<file path="src/hdl/auto_power_pkg.sv">
/*
  Constants and carrier types for the automatic power control block.
  Assumes a 25 MHz system clock and a free-running 32.768 kHz oscillator
  level that is sampled as an ordinary synchronous input.
*/
package auto_power_pkg;

  // Register indices; byte address on the bus is four times the index
  localparam logic [7:0] IDX_CTRL_ONE   = 8'h40;
  localparam logic [7:0] IDX_CTRL_TWO   = 8'h41;
  localparam logic [7:0] IDX_STATUS     = 8'h42;
  localparam logic [7:0] IDX_WAKE_DOW   = 8'h43;
  localparam logic [7:0] IDX_WAKE_DATE  = 8'h44;
  localparam logic [7:0] IDX_WAKE_MONTH = 8'h45;
  localparam logic [7:0] IDX_WAKE_YEAR  = 8'h46;
  localparam logic [7:0] IDX_RAM_LOCK   = 8'h47;
  localparam logic [7:0] IDX_WAKE_CENT  = 8'h48;

  // Field positions
  localparam int SOFT_OFF_BIT   = 5;
  localparam int LOST_BIT       = 7;
  localparam int TIME_EN_BIT    = 0;
  localparam int TRAIN_BIT      = 2;
  localparam int RING_EN_BIT    = 3;
  localparam int TIME_SEEN_BIT  = 0;
  localparam int RING_SEEN_BIT  = 1;
  localparam int PIN_LEVEL_BIT  = 7;
  localparam int UPPER_PORT_BIT = 3;
  localparam int UPPER_RD_BIT   = 4;
  localparam int UPPER_WR_BIT   = 5;
  localparam int WRITE_MASK_BIT = 6;
  localparam int WINDOW_BIT     = 7;

  // Writable masks and values after first power
  localparam logic [7:0] CTRL_TWO_MASK = 8'h0d;
  localparam logic [7:0] LOCK_MASK     = 8'hf8;
  localparam logic [7:0] CTRL_INIT     = 8'h00;
  localparam logic [7:0] FF_BYTE       = 8'hff;

  // RAM windows
  localparam logic [6:0] GP_LOW_FIRST  = 7'h0e;
  localparam logic [6:0] BANK0_HIGH    = 7'h40;
  localparam logic [6:0] WINDOW_FIRST  = 7'h38;
  localparam logic [6:0] WINDOW_LAST   = 7'h3f;
  localparam logic [6:0] UPPER_LOW_END = 7'h1f;

  // Timing in oscillator ticks
  localparam int OSC_HZ        = 32768;
  localparam int BLANK_MS      = 1000;
  localparam int SLOT_US       = 62500;
  localparam int BLANK_TICKS   = OSC_HZ * BLANK_MS / 1000;
  localparam int SLOT_TICKS    = OSC_HZ * SLOT_US / 1000000;
  localparam logic [3:0] TRAIN_PATTERN = 4'h7;

  // Current time or alarm set, one byte per field
  typedef struct packed {
    logic [7:0] century;
    logic [7:0] year;
    logic [7:0] month;
    logic [7:0] date;
    logic [7:0] dow;
    logic [7:0] hour;
    logic [7:0] minute;
    logic [7:0] second;
  } calendar_t;

  // RAM access request from the RTC register file
  typedef struct packed {
    logic       upper;
    logic [1:0] bank;
    logic [6:0] addr;
  } ram_access_t;

  // RAM access verdict
  typedef struct packed {
    logic write_block;
    logic read_ff;
  } ram_verdict_t;

endpackage

</file>
<file path="src/hdl/auto_power_ctrl.sv">
/*
  Automatic power control: wake and off request pulses, date match,
  ring pulse and pulse-train detection, power-loss blanking and RAM lock.
  Assumes a classic Wishbone master, a 25 MHz mclk, the 32.768 kHz
  oscillator level on osc_32k, and the calendar supplied by the RTC core.
*/
// Notes on behaviour
// - Wake and off requests are pulses
// - Enabled date match pulses wake request
// - Enabled ring detection pulses wake request
// - Soft off write pulses off request
// - Wake requests only after one second
// - Ring masked high until one second
// - Match during power off is remembered
// - Earlier events still wake after power loss
// - Eight wake fields compared with calendar
// - Train: three edge slots after empty
// - Controls cleared only by first power
// - Supply lost flag sets, write-one clears
// - Status read clears event bits
// - Time seen bit ignores enable
// - Ring seen bit ignores enable
// - Status bit seven shows ring pin, held high while off and blanking
// - Lock bits stay until master reset or first power
// - Upper port blocked, reads all ones
// - Upper bytes 00h-1Fh read all ones
// - Upper bytes 00h-1Fh writes discarded
// - Write mask covers general RAM
// - Window 38h-3Fh blocked, reads ones
`timescale 1ns/1ps
`default_nettype none

module auto_power_ctrl (
  input  wire logic                      mclk,
  input  wire logic                      rst_n,
  input  wire logic                      first_power,
  input  wire logic                      hardware_master_reset_pin,
  input  wire logic                      main_power_ok,
  input  wire logic                      osc_32k,
  input  wire logic                      ring_n,
  input  wire auto_power_pkg::calendar_t now_time,
  input  wire logic [7:0]                alarm_second,
  input  wire logic [7:0]                alarm_minute,
  input  wire logic [7:0]                alarm_hour,
  input  wire auto_power_pkg::ram_access_t ram_access,
  input  wire logic                      wb_cyc_i,
  input  wire logic                      wb_stb_i,
  input  wire logic                      wb_we_i,
  input  wire logic [9:0]                wb_adr_i,
  input  wire logic [3:0]                wb_sel_i,
  input  wire logic [31:0]               wb_dat_i,
  output logic [31:0]                    wb_dat_o,
  output logic                           wb_ack_o,
  output logic                           wake_request_pulse,
  output logic                           off_request_pulse,
  output auto_power_pkg::ram_verdict_t   ram_verdict
);

  typedef enum logic [2:0] {
    PWR_ON    = 3'h1,
    PWR_OFF   = 3'h2,
    PWR_BLANK = 3'h4
  } power_state_t;

  typedef struct packed {
    power_state_t pstate;
    logic [7:0]   ctrl_one;
    logic [7:0]   ctrl_two;
    logic [7:0]   lock;
    logic [7:0]   wake_dow;
    logic [7:0]   wake_date;
    logic [7:0]   wake_month;
    logic [7:0]   wake_year;
    logic [7:0]   wake_cent;
    logic         time_seen;
    logic         ring_seen;
    logic         pend_time;
    logic         pend_ring;
    logic         match_last;
    logic [2:0]   osc_sync;
    logic [1:0]   ring_sync;
    logic         ring_last;
    logic [15:0]  blank_cnt;
    logic [11:0]  slot_cnt;
    logic         slot_edge;
    logic [3:0]   slot_hist;
    logic         ack;
    logic [31:0]  rdata;
    logic         wake;
    logic         off;
    auto_power_pkg::ram_verdict_t verdict;
  } state_t;

  state_t state_reg;
  state_t state_next;

  // RAM lock decode, shared by the read and write verdicts
  function automatic auto_power_pkg::ram_verdict_t lock_decode(
    input logic [7:0]                  lk,
    input auto_power_pkg::ram_access_t acc
  );
    auto_power_pkg::ram_verdict_t v;
    logic in_window;
    logic upper_low;
    in_window = !acc.upper && acc.addr >= auto_power_pkg::WINDOW_FIRST
                && acc.addr <= auto_power_pkg::WINDOW_LAST;
    upper_low = acc.upper && acc.addr <= auto_power_pkg::UPPER_LOW_END;
    v.read_ff = (acc.upper && lk[auto_power_pkg::UPPER_PORT_BIT])
              || (upper_low && lk[auto_power_pkg::UPPER_RD_BIT])
              || (in_window && lk[auto_power_pkg::WINDOW_BIT]);
    v.write_block = (acc.upper && lk[auto_power_pkg::UPPER_PORT_BIT])
              || (upper_low && lk[auto_power_pkg::UPPER_WR_BIT])
              || (in_window && lk[auto_power_pkg::WINDOW_BIT])
              || (lk[auto_power_pkg::WRITE_MASK_BIT]
                  && (acc.upper
                      || (acc.addr >= auto_power_pkg::GP_LOW_FIRST && acc.addr < auto_power_pkg::BANK0_HIGH)
                      || (acc.bank == 2'h0 && acc.addr >= auto_power_pkg::BANK0_HIGH)));
    return v;
  endfunction

  logic        bus_req;
  logic        wr_hit;
  logic        rd_hit;
  logic [7:0]  idx;
  logic [7:0]  wbyte;
  logic        tick;
  logic        ring_level;
  logic        ring_fall;
  logic        time_match;
  logic        match_rise;
  logic        ring_detect;
  logic        slot_end;
  logic [3:0]  hist_new;
  logic        blank_done;

  // Bus decode: only byte lane 0 carries register data
  assign bus_req = wb_cyc_i && wb_stb_i && !state_reg.ack;
  assign wr_hit  = bus_req && wb_we_i && wb_sel_i[0];
  assign rd_hit  = bus_req && !wb_we_i;
  assign idx     = wb_adr_i[9:2];
  assign wbyte   = wb_dat_i[7:0];

  // Oscillator edge from the synchronised level; first stage feeds only the second
  assign tick = state_reg.osc_sync[1] && !state_reg.osc_sync[2];

  // Ring pin held inactive high while off and during the blanking second
  assign ring_level = (state_reg.pstate == PWR_ON) ? state_reg.ring_sync[1] : 1'b1;
  assign ring_fall  = tick && state_reg.ring_last && !ring_level;

  // All eight fields must agree at once
  assign time_match = now_time == {state_reg.wake_cent, state_reg.wake_year,
                                   state_reg.wake_month, state_reg.wake_date,
                                   state_reg.wake_dow, alarm_hour,
                                   alarm_minute, alarm_second};
  assign match_rise = time_match && !state_reg.match_last;

  // Slot history: newest slot in bit 0
  assign slot_end   = tick && state_reg.slot_cnt == 12'(auto_power_pkg::SLOT_TICKS - 1);
  assign hist_new   = {state_reg.slot_hist[2:0], state_reg.slot_edge || ring_fall};
  assign ring_detect = state_reg.ctrl_two[auto_power_pkg::TRAIN_BIT]
                       ? (slot_end && hist_new == auto_power_pkg::TRAIN_PATTERN)
                       : ring_fall;
  assign blank_done = tick && state_reg.blank_cnt == 16'(auto_power_pkg::BLANK_TICKS - 1);

  // Next-state logic for the whole block
  always_comb
  begin
    state_next = state_reg;
    state_next.osc_sync  = {state_reg.osc_sync[1:0], osc_32k};
    state_next.ring_sync = {state_reg.ring_sync[0], ring_n};
    state_next.match_last = time_match;
    state_next.wake = 1'b0;
    state_next.off  = 1'b0;
    state_next.ack  = bus_req;
    state_next.verdict = lock_decode(state_reg.lock, ram_access);

    if (tick)
    begin
      state_next.ring_last = ring_level;
    end

    // Ring slot timing from the oscillator divider
    if (tick)
    begin
      state_next.slot_cnt = slot_end ? 12'h000 : state_reg.slot_cnt + 12'h001;
      state_next.slot_edge = slot_end ? 1'b0 : (state_reg.slot_edge || ring_fall);
    end
    if (slot_end)
    begin
      state_next.slot_hist = hist_new;
    end

    // Power state: off on main supply loss, one blanking second on return
    case (state_reg.pstate)
      PWR_ON:
      begin
        if (!main_power_ok)
        begin
          state_next.pstate = PWR_OFF;
          state_next.ctrl_one[auto_power_pkg::LOST_BIT] = 1'b1;
        end
      end
      PWR_OFF:
      begin
        state_next.blank_cnt = 16'h0000;
        if (main_power_ok)
        begin
          state_next.pstate = PWR_BLANK;
        end
      end
      PWR_BLANK:
      begin
        if (!main_power_ok)
        begin
          state_next.pstate = PWR_OFF;
          state_next.ctrl_one[auto_power_pkg::LOST_BIT] = 1'b1;
        end
        else if (blank_done)
        begin
          state_next.pstate = PWR_ON;
        end
        else if (tick)
        begin
          state_next.blank_cnt = state_reg.blank_cnt + 16'h0001;
        end
      end
      default:
      begin
        state_next.pstate = PWR_OFF;
      end
    endcase

    // Status and pending wake: a clear by read loses to a same-cycle set
    if (rd_hit && idx == auto_power_pkg::IDX_STATUS)
    begin
      state_next.time_seen = 1'b0;
      state_next.ring_seen = 1'b0;
    end
    if (match_rise)
    begin
      state_next.time_seen = 1'b1;
    end
    if (ring_detect)
    begin
      state_next.ring_seen = 1'b1;
    end

    // Soft off drops earlier events; later events survive a power loss
    if (wr_hit && idx == auto_power_pkg::IDX_CTRL_ONE && wbyte[auto_power_pkg::SOFT_OFF_BIT])
    begin
      state_next.off = 1'b1;
      state_next.pend_time = 1'b0;
      state_next.pend_ring = 1'b0;
    end
    if (match_rise && state_reg.ctrl_two[auto_power_pkg::TIME_EN_BIT])
    begin
      state_next.pend_time = 1'b1;
    end
    if (ring_detect && state_reg.ctrl_two[auto_power_pkg::RING_EN_BIT])
    begin
      state_next.pend_ring = 1'b1;
    end

    // One pulse per batch of pending events, only with power on and blanking over
    if (state_reg.pstate == PWR_ON && (state_reg.pend_time || state_reg.pend_ring))
    begin
      state_next.wake = 1'b1;
      state_next.pend_time = match_rise && state_reg.ctrl_two[auto_power_pkg::TIME_EN_BIT];
      state_next.pend_ring = ring_detect && state_reg.ctrl_two[auto_power_pkg::RING_EN_BIT];
    end

    // Register writes; the soft-off bit is never stored
    if (wr_hit)
    begin
      case (idx)
        auto_power_pkg::IDX_CTRL_ONE:
        begin
          if (wbyte[auto_power_pkg::LOST_BIT] && state_next.pstate == state_reg.pstate)
          begin
            state_next.ctrl_one[auto_power_pkg::LOST_BIT] = 1'b0;
          end
        end
        auto_power_pkg::IDX_CTRL_TWO:   state_next.ctrl_two = wbyte & auto_power_pkg::CTRL_TWO_MASK;
        auto_power_pkg::IDX_WAKE_DOW:   state_next.wake_dow = wbyte;
        auto_power_pkg::IDX_WAKE_DATE:  state_next.wake_date = wbyte;
        auto_power_pkg::IDX_WAKE_MONTH: state_next.wake_month = wbyte;
        auto_power_pkg::IDX_WAKE_YEAR:  state_next.wake_year = wbyte;
        auto_power_pkg::IDX_WAKE_CENT:  state_next.wake_cent = wbyte;
        auto_power_pkg::IDX_RAM_LOCK:
        begin
          state_next.lock = state_reg.lock | (wbyte & auto_power_pkg::LOCK_MASK);
        end
        default:                        state_next.lock = state_reg.lock;
      endcase
    end

    // Read data; unmapped addresses read zero
    state_next.rdata = 32'h0000_0000;
    if (rd_hit)
    begin
      case (idx)
        auto_power_pkg::IDX_CTRL_ONE:
          state_next.rdata[7:0] = state_reg.ctrl_one & 8'h80;
        auto_power_pkg::IDX_CTRL_TWO:   state_next.rdata[7:0] = state_reg.ctrl_two;
        auto_power_pkg::IDX_STATUS:
          state_next.rdata[7:0] = {ring_level, 5'h00, state_reg.ring_seen, state_reg.time_seen};
        auto_power_pkg::IDX_WAKE_DOW:   state_next.rdata[7:0] = state_reg.wake_dow;
        auto_power_pkg::IDX_WAKE_DATE:  state_next.rdata[7:0] = state_reg.wake_date;
        auto_power_pkg::IDX_WAKE_MONTH: state_next.rdata[7:0] = state_reg.wake_month;
        auto_power_pkg::IDX_WAKE_YEAR:  state_next.rdata[7:0] = state_reg.wake_year;
        auto_power_pkg::IDX_RAM_LOCK:   state_next.rdata[7:0] = state_reg.lock;
        auto_power_pkg::IDX_WAKE_CENT:  state_next.rdata[7:0] = state_reg.wake_cent;
        default:                        state_next.rdata = 32'h0000_0000;
      endcase
    end

    // Master reset pin and first power are the only ways to drop lock bits
    if (hardware_master_reset_pin)
    begin
      state_next.lock = auto_power_pkg::CTRL_INIT;
    end

    // First power clears all persistent control state
    if (first_power)
    begin
      state_next.ctrl_one   = auto_power_pkg::CTRL_INIT;
      state_next.ctrl_two   = auto_power_pkg::CTRL_INIT;
      state_next.lock       = auto_power_pkg::CTRL_INIT;
      state_next.wake_dow   = auto_power_pkg::CTRL_INIT;
      state_next.wake_date  = auto_power_pkg::CTRL_INIT;
      state_next.wake_month = auto_power_pkg::CTRL_INIT;
      state_next.wake_year  = auto_power_pkg::CTRL_INIT;
      state_next.wake_cent  = auto_power_pkg::CTRL_INIT;
      state_next.time_seen  = 1'b0;
      state_next.ring_seen  = 1'b0;
      state_next.pend_time  = 1'b0;
      state_next.pend_ring  = 1'b0;
    end
  end

  // System reset leaves control registers and pending events alone
  always_ff @(posedge mclk)
  begin
    state_reg <= state_next;
    if (!rst_n)
    begin
      state_reg.pstate    <= PWR_OFF;
      state_reg.osc_sync  <= 3'h0;
      state_reg.ring_sync <= 2'h3;
      state_reg.ring_last <= 1'b1;
      state_reg.blank_cnt <= 16'h0000;
      state_reg.slot_cnt  <= 12'h000;
      state_reg.slot_edge <= 1'b0;
      state_reg.slot_hist <= 4'hf;
      state_reg.ack       <= 1'b0;
      state_reg.rdata     <= 32'h0000_0000;
      state_reg.wake      <= 1'b0;
      state_reg.off       <= 1'b0;
      state_reg.verdict   <= '0;
      state_reg.match_last <= 1'b1;
    end
  end

  // Outputs straight from flops
  assign wb_dat_o           = state_reg.rdata;
  assign wb_ack_o           = state_reg.ack;
  assign wake_request_pulse = state_reg.wake;
  assign off_request_pulse  = state_reg.off;
  assign ram_verdict        = state_reg.verdict;

endmodule

`default_nettype wire

</file>
<file path="config.mk">
export PLATFORM = sky130hd
export DESIGN_NAME = auto_power_ctrl
export DESIGN_NICKNAME = d
export VERILOG_FILES = /design/src/hdl/auto_power_pkg.sv /design/src/hdl/auto_power_ctrl.sv
export SDC_FILE = /design/constraint.sdc
export NUM_CORES = 1
export LEC_CHECK = 0
export BUFFER_PORTS_ARGS = -buffer_cell sky130_fd_sc_hd__buf_2
export CORE_ASPECT_RATIO = 1.5
export CORE_UTILIZATION = 55
export CTS_CLUSTER_DIAMETER = 200
export DETAILED_ROUTE_END_ITERATION = 6
export HOLD_SLACK_MARGIN = 0.06
export PLACE_DENSITY = 0.86
export SETUP_SLACK_MARGIN = 0.1
export SLEW_MARGIN = 20
export SYNTH_ARGS = -nofsm -noshare
export SYNTH_HDL_FRONTEND = slang
export SYNTH_SLANG_ARGS = --single-unit
</file>
<file path="constraint.sdc">
create_clock -name mclk -period 3.1 [get_ports mclk]
set_input_delay 0.155 -clock mclk [delete_from_list [all_inputs] [get_ports mclk]]
set_output_delay 0.155 -clock mclk [all_outputs]
set_load 0.005 [all_outputs]
</file>
After elaboration in Yosys (flattened, before gate mapping)
Index checks and enable logic that the tools add are counted.
Word-level totals
  input bits: 154
  bits in registers: 135
Operators by class
  reduce and logical (&&, ||, !) cells: 60
  magnitude comparators: 6
  bitwise logic cells: 1
  equal/unequal tests: 20
  add/subtract/negate cells: 2
  mux-type cells: 28
Operator list (count)
  8-bit by 7-bit equality test with 1-bit output (second input constant): 9
  8-bit case mux with 9 select lines: 1
  64-bit equality test: 1
  16-bit 2-to-1 mux: 3
  16-bit case mux with 2 select lines: 1
  1-bit logical AND: 29
  16-bit by 1-bit adder with 16-bit output (second input constant): 1
  16-bit by 15-bit equality test with 1-bit output (second input constant): 1
  2-bit AND reduction: 8
  1-bit 2-to-1 mux: 13
  12-bit by 1-bit adder with 12-bit output (second input constant): 1
  12-bit by 11-bit equality test with 1-bit output (second input constant): 1
  12-bit 2-to-1 mux: 1
  1-bit logical OR: 9
  3-bit 2-to-1 mux: 3
  3-bit case mux with 3 select lines: 1
  8-bit OR: 1
  7-bit by 4-bit greater-or-equal comparator with 1-bit output (second input constant): 1
  7-bit by 6-bit greater-or-equal comparator with 1-bit output (second input constant): 1
  7-bit greater-or-equal comparator (second input constant): 1
  7-bit by 5-bit <= comparator with 1-bit output (second input constant): 1
  7-bit by 6-bit <= comparator with 1-bit output (second input constant): 1
  7-bit < comparator (second input constant): 1
  1-bit zero test: 6
  14 further kinds: 21

Depth between registers and ports, before layout
Gate-level depths: netlist of run 1.
  word-level depth: 11
  gate-level depth with buffers: 8
  mapped depth without buffers: 6

Worst setup path before layout of run 1
OpenSTA, ideal clock, no wires.
  path type: flip-flop to flip-flop
  start point: reg state_reg[145] (netlist name)
  end point: reg state_reg[69] (netlist name)
  stages on the path, launching flop included: 6
  data arrival time: 1.826 ns
  path slack: 1.202 ns
  period minus slack after synthesis: 1.898 ns
  setup time: 0.072 ns
  cell sequence: dfxtp_1 buf_2 or3b_1 or4_4 a211oi_2 mux2i_1
Between the ends
  word-level cells in the longest chain between the ends: 3
  elaborated cells on any way between the ends: 8
Ends and longest elaborated chain
  from (decl): line auto_power_ctrl.sv:94  | state_t state_reg;
  from (signal assigned): line auto_power_ctrl.sv:344  | state_reg <= state_next;
  3-bit equality test or 3-bit by 2-bit equality test with 1-bit output (tied branches): line auto_power_ctrl.sv:194  | case (state_reg.pstate)
  2-bit inequality test (no line) or 2-bit nonzero test (tied branches)
  4-bit AND reduction (no line)
Parallel ways exist; a longest one is shown, timed or not.
A chain may end at the register's enable or synchronous reset.

Worst setup path after layout of run 1
  start point: reg state_reg[146] (netlist name)
  end point: reg state_reg[69] (netlist name)
Same word-level chain as after synthesis.

==> results of run 1 <==
[power breakdown]
group | switching, mW | total, mW | internal (mW)
registers | 0.00908 | 1.40 | 1.39
logic | 0.153 | 0.277 | 0.124
clock network | 0.560 | 1.20 | 0.639
[cell families after synthesis]
group / after synthesis / share of synthesized area
AND/OR/NAND/NOR: 267 / 0.244
AO/OA/AOI/OAI: 127 / 0.150
flip-flops: 108 / 0.375
XOR/XNOR: 72 / 0.109
buffers and inverters: 71 / 0.0735
multiplexers: 24 / 0.0442
adder cells (fa/ha/maj): 2 / 0.00433
other: 1 / 0.000650
[routing by layer]
metal | vias to the layer above | track usage | share of wire
met5 | - | 0 | 0
met4 | 0 | 0.189 | 0.055
met3 | 62 | 0.0368 | 0.069
met2 | 285 | 0.550 | 0.52
met1 | 2564 | 0.325 | 0.36
li1 | 2592 | - | -
[worst paths after layout]
check / from / endpoint / slack [ns] / cells past startpoint
worst max-delay path: state_reg[146]$_SDFF_PN1_ / state_reg[69]$_SDFFE_PN0P_ / 0.70 / 4
worst min-delay path: main_power_ok / state_reg[146]$_SDFF_PN1_ / 0.08 / 2
worst max register to register: state_reg[146]$_SDFF_PN1_ / state_reg[69]$_SDFFE_PN0P_ / 0.70 / 4
worst min register to register: state_next[72]$_SDFF_PN1_ / state_reg[72]$_SDFF_PN1_ / 0.41 / 1
[cell usage in the layout (no fill, tap or decap), types with 3 or more instances in the layout]
cell type and instances:
nor4_2 4, o21a_1 3, and2_1 5, buf_2 136, a21oi_1 54, a222oi_1 3, nor4_1 6, a2111o_1 5
clkinv_4 4, buf_4 6, nand2_1 77, nand4b_1 3, conb_1 24, nand4_1 25, a31oi_1 6, a32oi_1 4
clkbuf_16 9, xor2_1 5, nand2b_1 11, or3_1 9, o2111ai_1 6, nor2b_1 3, mux2i_1 21, and3_1 4
a22oi_1 7, o211ai_1 3, o21ai_0 13, nor3_1 15, nor2_1 39, nand3_1 47, dfxtp_1 108, xnor2_1 67
inv_1 5, dlygate4sd3_1 3
[critical path, delay by kind of cell, from the launching register on]
kind | cells | cell delay, ns
mux | 1 | 0.22
flops | 1 | 0.56
compound gates | 1 | 0.27
simple gates | 2 | 1.27
[layout make-up]
type | count | share of cell area
clock buffers | 9 | 0.0336
flip-flops and latches | 108 | 0.323
clock inverters | 7 | 0.0123
repair buffers | 145 | 0.113
inverters | 5 | 0.00280
multi-input cells | 516 | 0.489
well taps | 141 | 0.0263
[timing repair]
item                                    in CTS  in global routing
endpoints found under the setup margin       0                  0
hold buffers                                 3                  0
endpoints found under the hold margin        7                  0
==> impl_results.md, run 1 <==
- Outcome: complete, no violations
- Number of fill cells: just under 900
- Mapped Cells: 672
- Post-CTS sizing: 0
- Post-CTS Setup Bufs: 0
- Longest Clk Path Bufs: 2
- Final Non-Filler Cells: 931
- CP max FO: 14
- Mean area per synthesized cell: between 8 and 9 um^2
- Vias in the first global route: approximately 5200
- Buffers added on ports: roughly 140
- Vias: 5503
- Post-Place Worst Slack: 0.606 ns
- P_leak: 2.38 nW
- Post-Syn Area: 5770 um^2
- Largest net degree at the start of global routing: 56
- Synth cell count leaders: dfxtp_1 (108), nand2_1 (77), xnor2_1 (67), a21oi_1 (54), nand3_1 (47)
- Final Hold Viols: 0
- Die Y: approximately 130 um
- CTS buffer count: 9
- Area Overhead vs Synth: 16.0%
- HPWL after DPL: 12.0 mm
- Yosys reg bits: around 110
- Worst vdd ir: approximately 0.3 mV
- Routability cong.: 0.996
- CP endpoint kind: register
- GRT overflow: 0
- FFs w/ async S/R, synth: 0
- Placeable Area: 10200 um^2
- CTS Root Cell: clkbuf_16
- Initial Utilization: 0.566
- Synth area leader: dfxtp_1
- Area contributors post-synth: dfxtp_1 (37%), xnor2_1 (10%), nand2_1 (5.0%)
- Critical path start-end classification: reg2reg
- Pwr/cell area: 430 nW/um^2
- Critical Path RT: roughly 3.4 ns
- WL/cell: 17.1 um
- Max transition margin: 0.338
- Period utilization: 0.775
- Final Skew: roughly 0.012 ns
- Synth warnings: 0
- Worst Max-Slew Pin Slew: 0.994 ns
- Final Instance Area: between 6000 and 7000 um^2
- Final Hold Slack: 0.0795 ns
- First-pass GRT wire length: 25.5 mm
- Register area share after synthesis: 0.375
- Synth top area share: 0.375
- Overall Global Routing Usage: 0.301
- # IOs: 191
- Area after DPL: 6360 um^2
- N_diodes: 0
- Number of synthesized flops with an enable pin: 0
- Die width: 85.7 um
- Largest register FFs: 89
- Drc violations: 0
- CTS tree: yes
- Top-count cell post-synth: dfxtp_1
- Period minus WS final: about 2.4 ns
- Post-layout util: 0.657
- ANT nets after route: 0
- Critical path data arrival time: 2.68 ns
- CP Cell Sequence: or3b_1, or4_4, a211oi_2, mux2i_1
- Share of cells above drive strength 1: 0.224
- # H-tree levels: 3
- Critical Path Start Type: register
- Worst-path clk slew: 0.07 ns
- Row cnt: 45
- CP peak stage delay: ~0.66 ns
- F_max: 416 MHz
- Vias/cell: 5.91
- Slowest-stage cell, CP: or4_4
- Total Power: between 2 and 3 mW
- RSZ-0062 raised after global routing: no
- Die Footprint: 10900 um^2
- Clock Sinks: 108
- Final Slew Violations: 0
- DRT iter0 DRCs: 398
- Multi-input gate area: around 3300 um^2
- Total negative slack: 0 ns
- Worst skew pair latency: between 0.3 and 0.4 ns
- Routed WL: 15.9 mm
- Register area: 2160 um^2
- Nets: 941
- Final Setup Violations: 0
- Worst min-delay path class: in2reg
- Main synth FF type: dfxtp_1
- Max cap viols: 0
- Setup WS post-layout: 0.699 ns
- Drt pass-1 iters: 5
- Synth cell types: 69
- Initial antenna violation count: 0
- Dpl cells: 912
Note: power is estimated with default switching activity, not from simulation.
==> run 2: changes to the inputs <==
- CORE_UTILIZATION: 55 -> 46
- PLACE_DENSITY: 0.86 -> 0.77
- clock period: 3.1 -> 2 ns (I/O delays scaled with it)
==> impl_results.md, run 2 (synthesis gave the netlist of run 1 again) <==
- Dpl cells: 962 (was 912)
- Area Overhead vs Synth: 23.2% (was 16.0%)
- Die width: 93.5 um (was 85.7 um)
- CTS tree: yes (unchanged)
- Placeable Area: 12100 um^2 (was 10200 um^2)
- Routability cong.: 0.948 (was 0.996)
- Initial Utilization: 0.476 (was 0.566)
- Die Footprint: 13000 um^2 (was 10900 um^2)
- Period minus WS final: 1.94 ns (was 2.40 ns)
- Initial antenna violation count: 0 (unchanged)
- Vias: 5578 (was 5503)
- N_diodes: 0 (unchanged)
- Post-layout util: 0.586 (was 0.657)
- Worst skew pair latency: 0.36 ns (about the same)
- CP endpoint kind: register (unchanged)
- Total Power: 4.39 mW (was 2.88 mW)
- F_max: 514 MHz (was 416 MHz)
- CTS buffer count: 9 (unchanged)
- Final Instance Area: 7110 um^2 (was 6700 um^2)
- Final Non-Filler Cells: 987 (was 931)
- Overall Global Routing Usage: 0.257 (was 0.301)
- Largest register FFs: 89 (unchanged)
- HPWL after DPL: 12.6 mm (was 12.0 mm)
- # H-tree levels: 3 (unchanged)
- Final Hold Slack: 0.0790 ns (was 0.0795 ns)
- WL/cell: 16.7 um (was 17.1 um)
- Most frequent cells in the layout: buf_2 (136), dfxtp_1 (106), nand2_1 (77) (was buf_2 (136), dfxtp_1 (108), nand2_1 (77))
- Area after DPL: 6690 um^2 (was 6360 um^2)
- Critical Path RT: 2.23 ns (was 3.38 ns)
- Clock Sinks: 108 (unchanged)
- Final Hold Viols: 0 (unchanged)
- Worst min-delay path class: in2reg (unchanged)
- Drc violations: 0 (unchanged)
- Die Y: 139 um (was 127 um)
- CTS Root Cell: clkbuf_16 (unchanged)
- Longest Clk Path Bufs: 2 (unchanged)
- Pwr/cell area: 617 nW/um^2 (was 430 nW/um^2)
- Share of cells above drive strength 1: 0.272 (was 0.224)
- Buffers added on ports: 136 (unchanged)
- Worst vdd ir: 0.420 mV (was 0.299 mV)
- DRT iter0 DRCs: 300 (was 398)
- Commonest non-fill, non-tap cell in the layout: buf_2 (unchanged)
- Worst Max-Slew Pin Slew: 0.881 ns (was 0.994 ns)
- # IOs: 191 (unchanged)
- Final Slew Violations: 0 (unchanged)
- Vias in the first global route: 5283 (was 5241)
- GRT overflow: 0 (unchanged)
- Total negative slack: 0 ns (unchanged)
- Final Skew: 0.0115 ns (was 0.0116 ns)
- First-pass GRT wire length: 25.8 mm (was 25.5 mm)
- Max transition margin: 0.413 (was 0.338)
- Nets: 985 (was 941)
- Critical path data arrival time: 2.18 ns (was 2.68 ns)
- Final Setup Violations: 0 (unchanged)
- Largest net degree at the start of global routing: 46 (was 56)
- Max cap viols: 0 (unchanged)
- Drt pass-1 iters: 6 (was 5)
- CP max FO: 8 (was 14)
- RSZ-0062 raised after global routing: yes (was no)
- Worst-path clk slew: 0.08 ns (was 0.07 ns)
- Outcome: complete, no violations (unchanged)
- P_leak: 2.60 nW (was 2.38 nW)
- Setup WS post-layout: 0.0552 ns (was 0.699 ns)
- Period utilization: 0.972 (was 0.775)
- Critical path start-end classification: reg2reg (unchanged)
- Critical Path Start Type: register (unchanged)
- Post-Place Worst Slack: -0.0258 ns (was 0.606 ns)
- Routed WL: 16.5 mm (was 15.9 mm)
- ANT nets after route: 0 (unchanged)
- Row cnt: 49 (was 45)
- Vias/cell: 5.65 (was 5.91)
run 2: cell types whose count changed in the layout (fill, tap and decap cells not counted), sizes merged:
cell | previous run | this run
clkinv | 4 | 2
buf | 142 | 182
clkinvlp | 0 | 3
bufinv | 1 | 0
dlygate4sd3 | 3 | 7
run 2: critical path: stages, from the launching register on:
cell       delay (ns)
dfxtp_1          0.34
or3b_4           0.38
or4_4            0.42
buf_6            0.16
o2111ai_4        0.27
a211oi_2         0.12
mux2i_1          0.13
run 2: area by class of cell:
cell class / instances / area [um^2]
Tap cell: 153 / 191
Timing Repair Buffer: 189 / 1120
Fill cell: 1091 / 5030
Sequential cell: 108 / 2160
Inverter: 5 / 18.8
Clock inverter: 7 / 58.8
Multi-Input combinational cell: 516 / 3330
Clock buffer: 9 / 225
run 2: layer usage:
metal  up-vias  track usage  part of all wire
li1       2677            -                 -
met1      2588        0.268              0.36
met2       252        0.450              0.52
met3        61       0.0455             0.056
met4         0        0.194             0.071
met5         -            0                 0
run 2: repair_timing:
action,CTS,global route
resized for setup,2,12
hold buffers,7,0
endpoints found under the setup margin,10,20
pin swaps,0,2
setup buffers,1,1
hold endpoints to repair,10,0
run 2: path summary, 6_finish.rpt:
kind	start	end	slack, ns	cells past startpoint
min reg2reg	state_next[72]$_SDFF_PN1_	state_reg[72]$_SDFF_PN1_	0.42	1
min	wb_dat_i[2]	state_reg[91]$_SDFFE_PP0P_	0.08	3
max	state_reg[75]$_SDFF_PN0_	state_reg[69]$_SDFFE_PN0P_	0.06	6
max reg2reg	state_reg[75]$_SDFF_PN0_	state_reg[69]$_SDFFE_PN0P_	0.06	6
run 2: report_power, final:
group	total (mW)	internal [mW]	switching, mW
registers	2.17	2.16	0.00738
clock network	1.74	0.864	0.879
logic	0.477	0.220	0.256
total	4.39	3.24	1.14
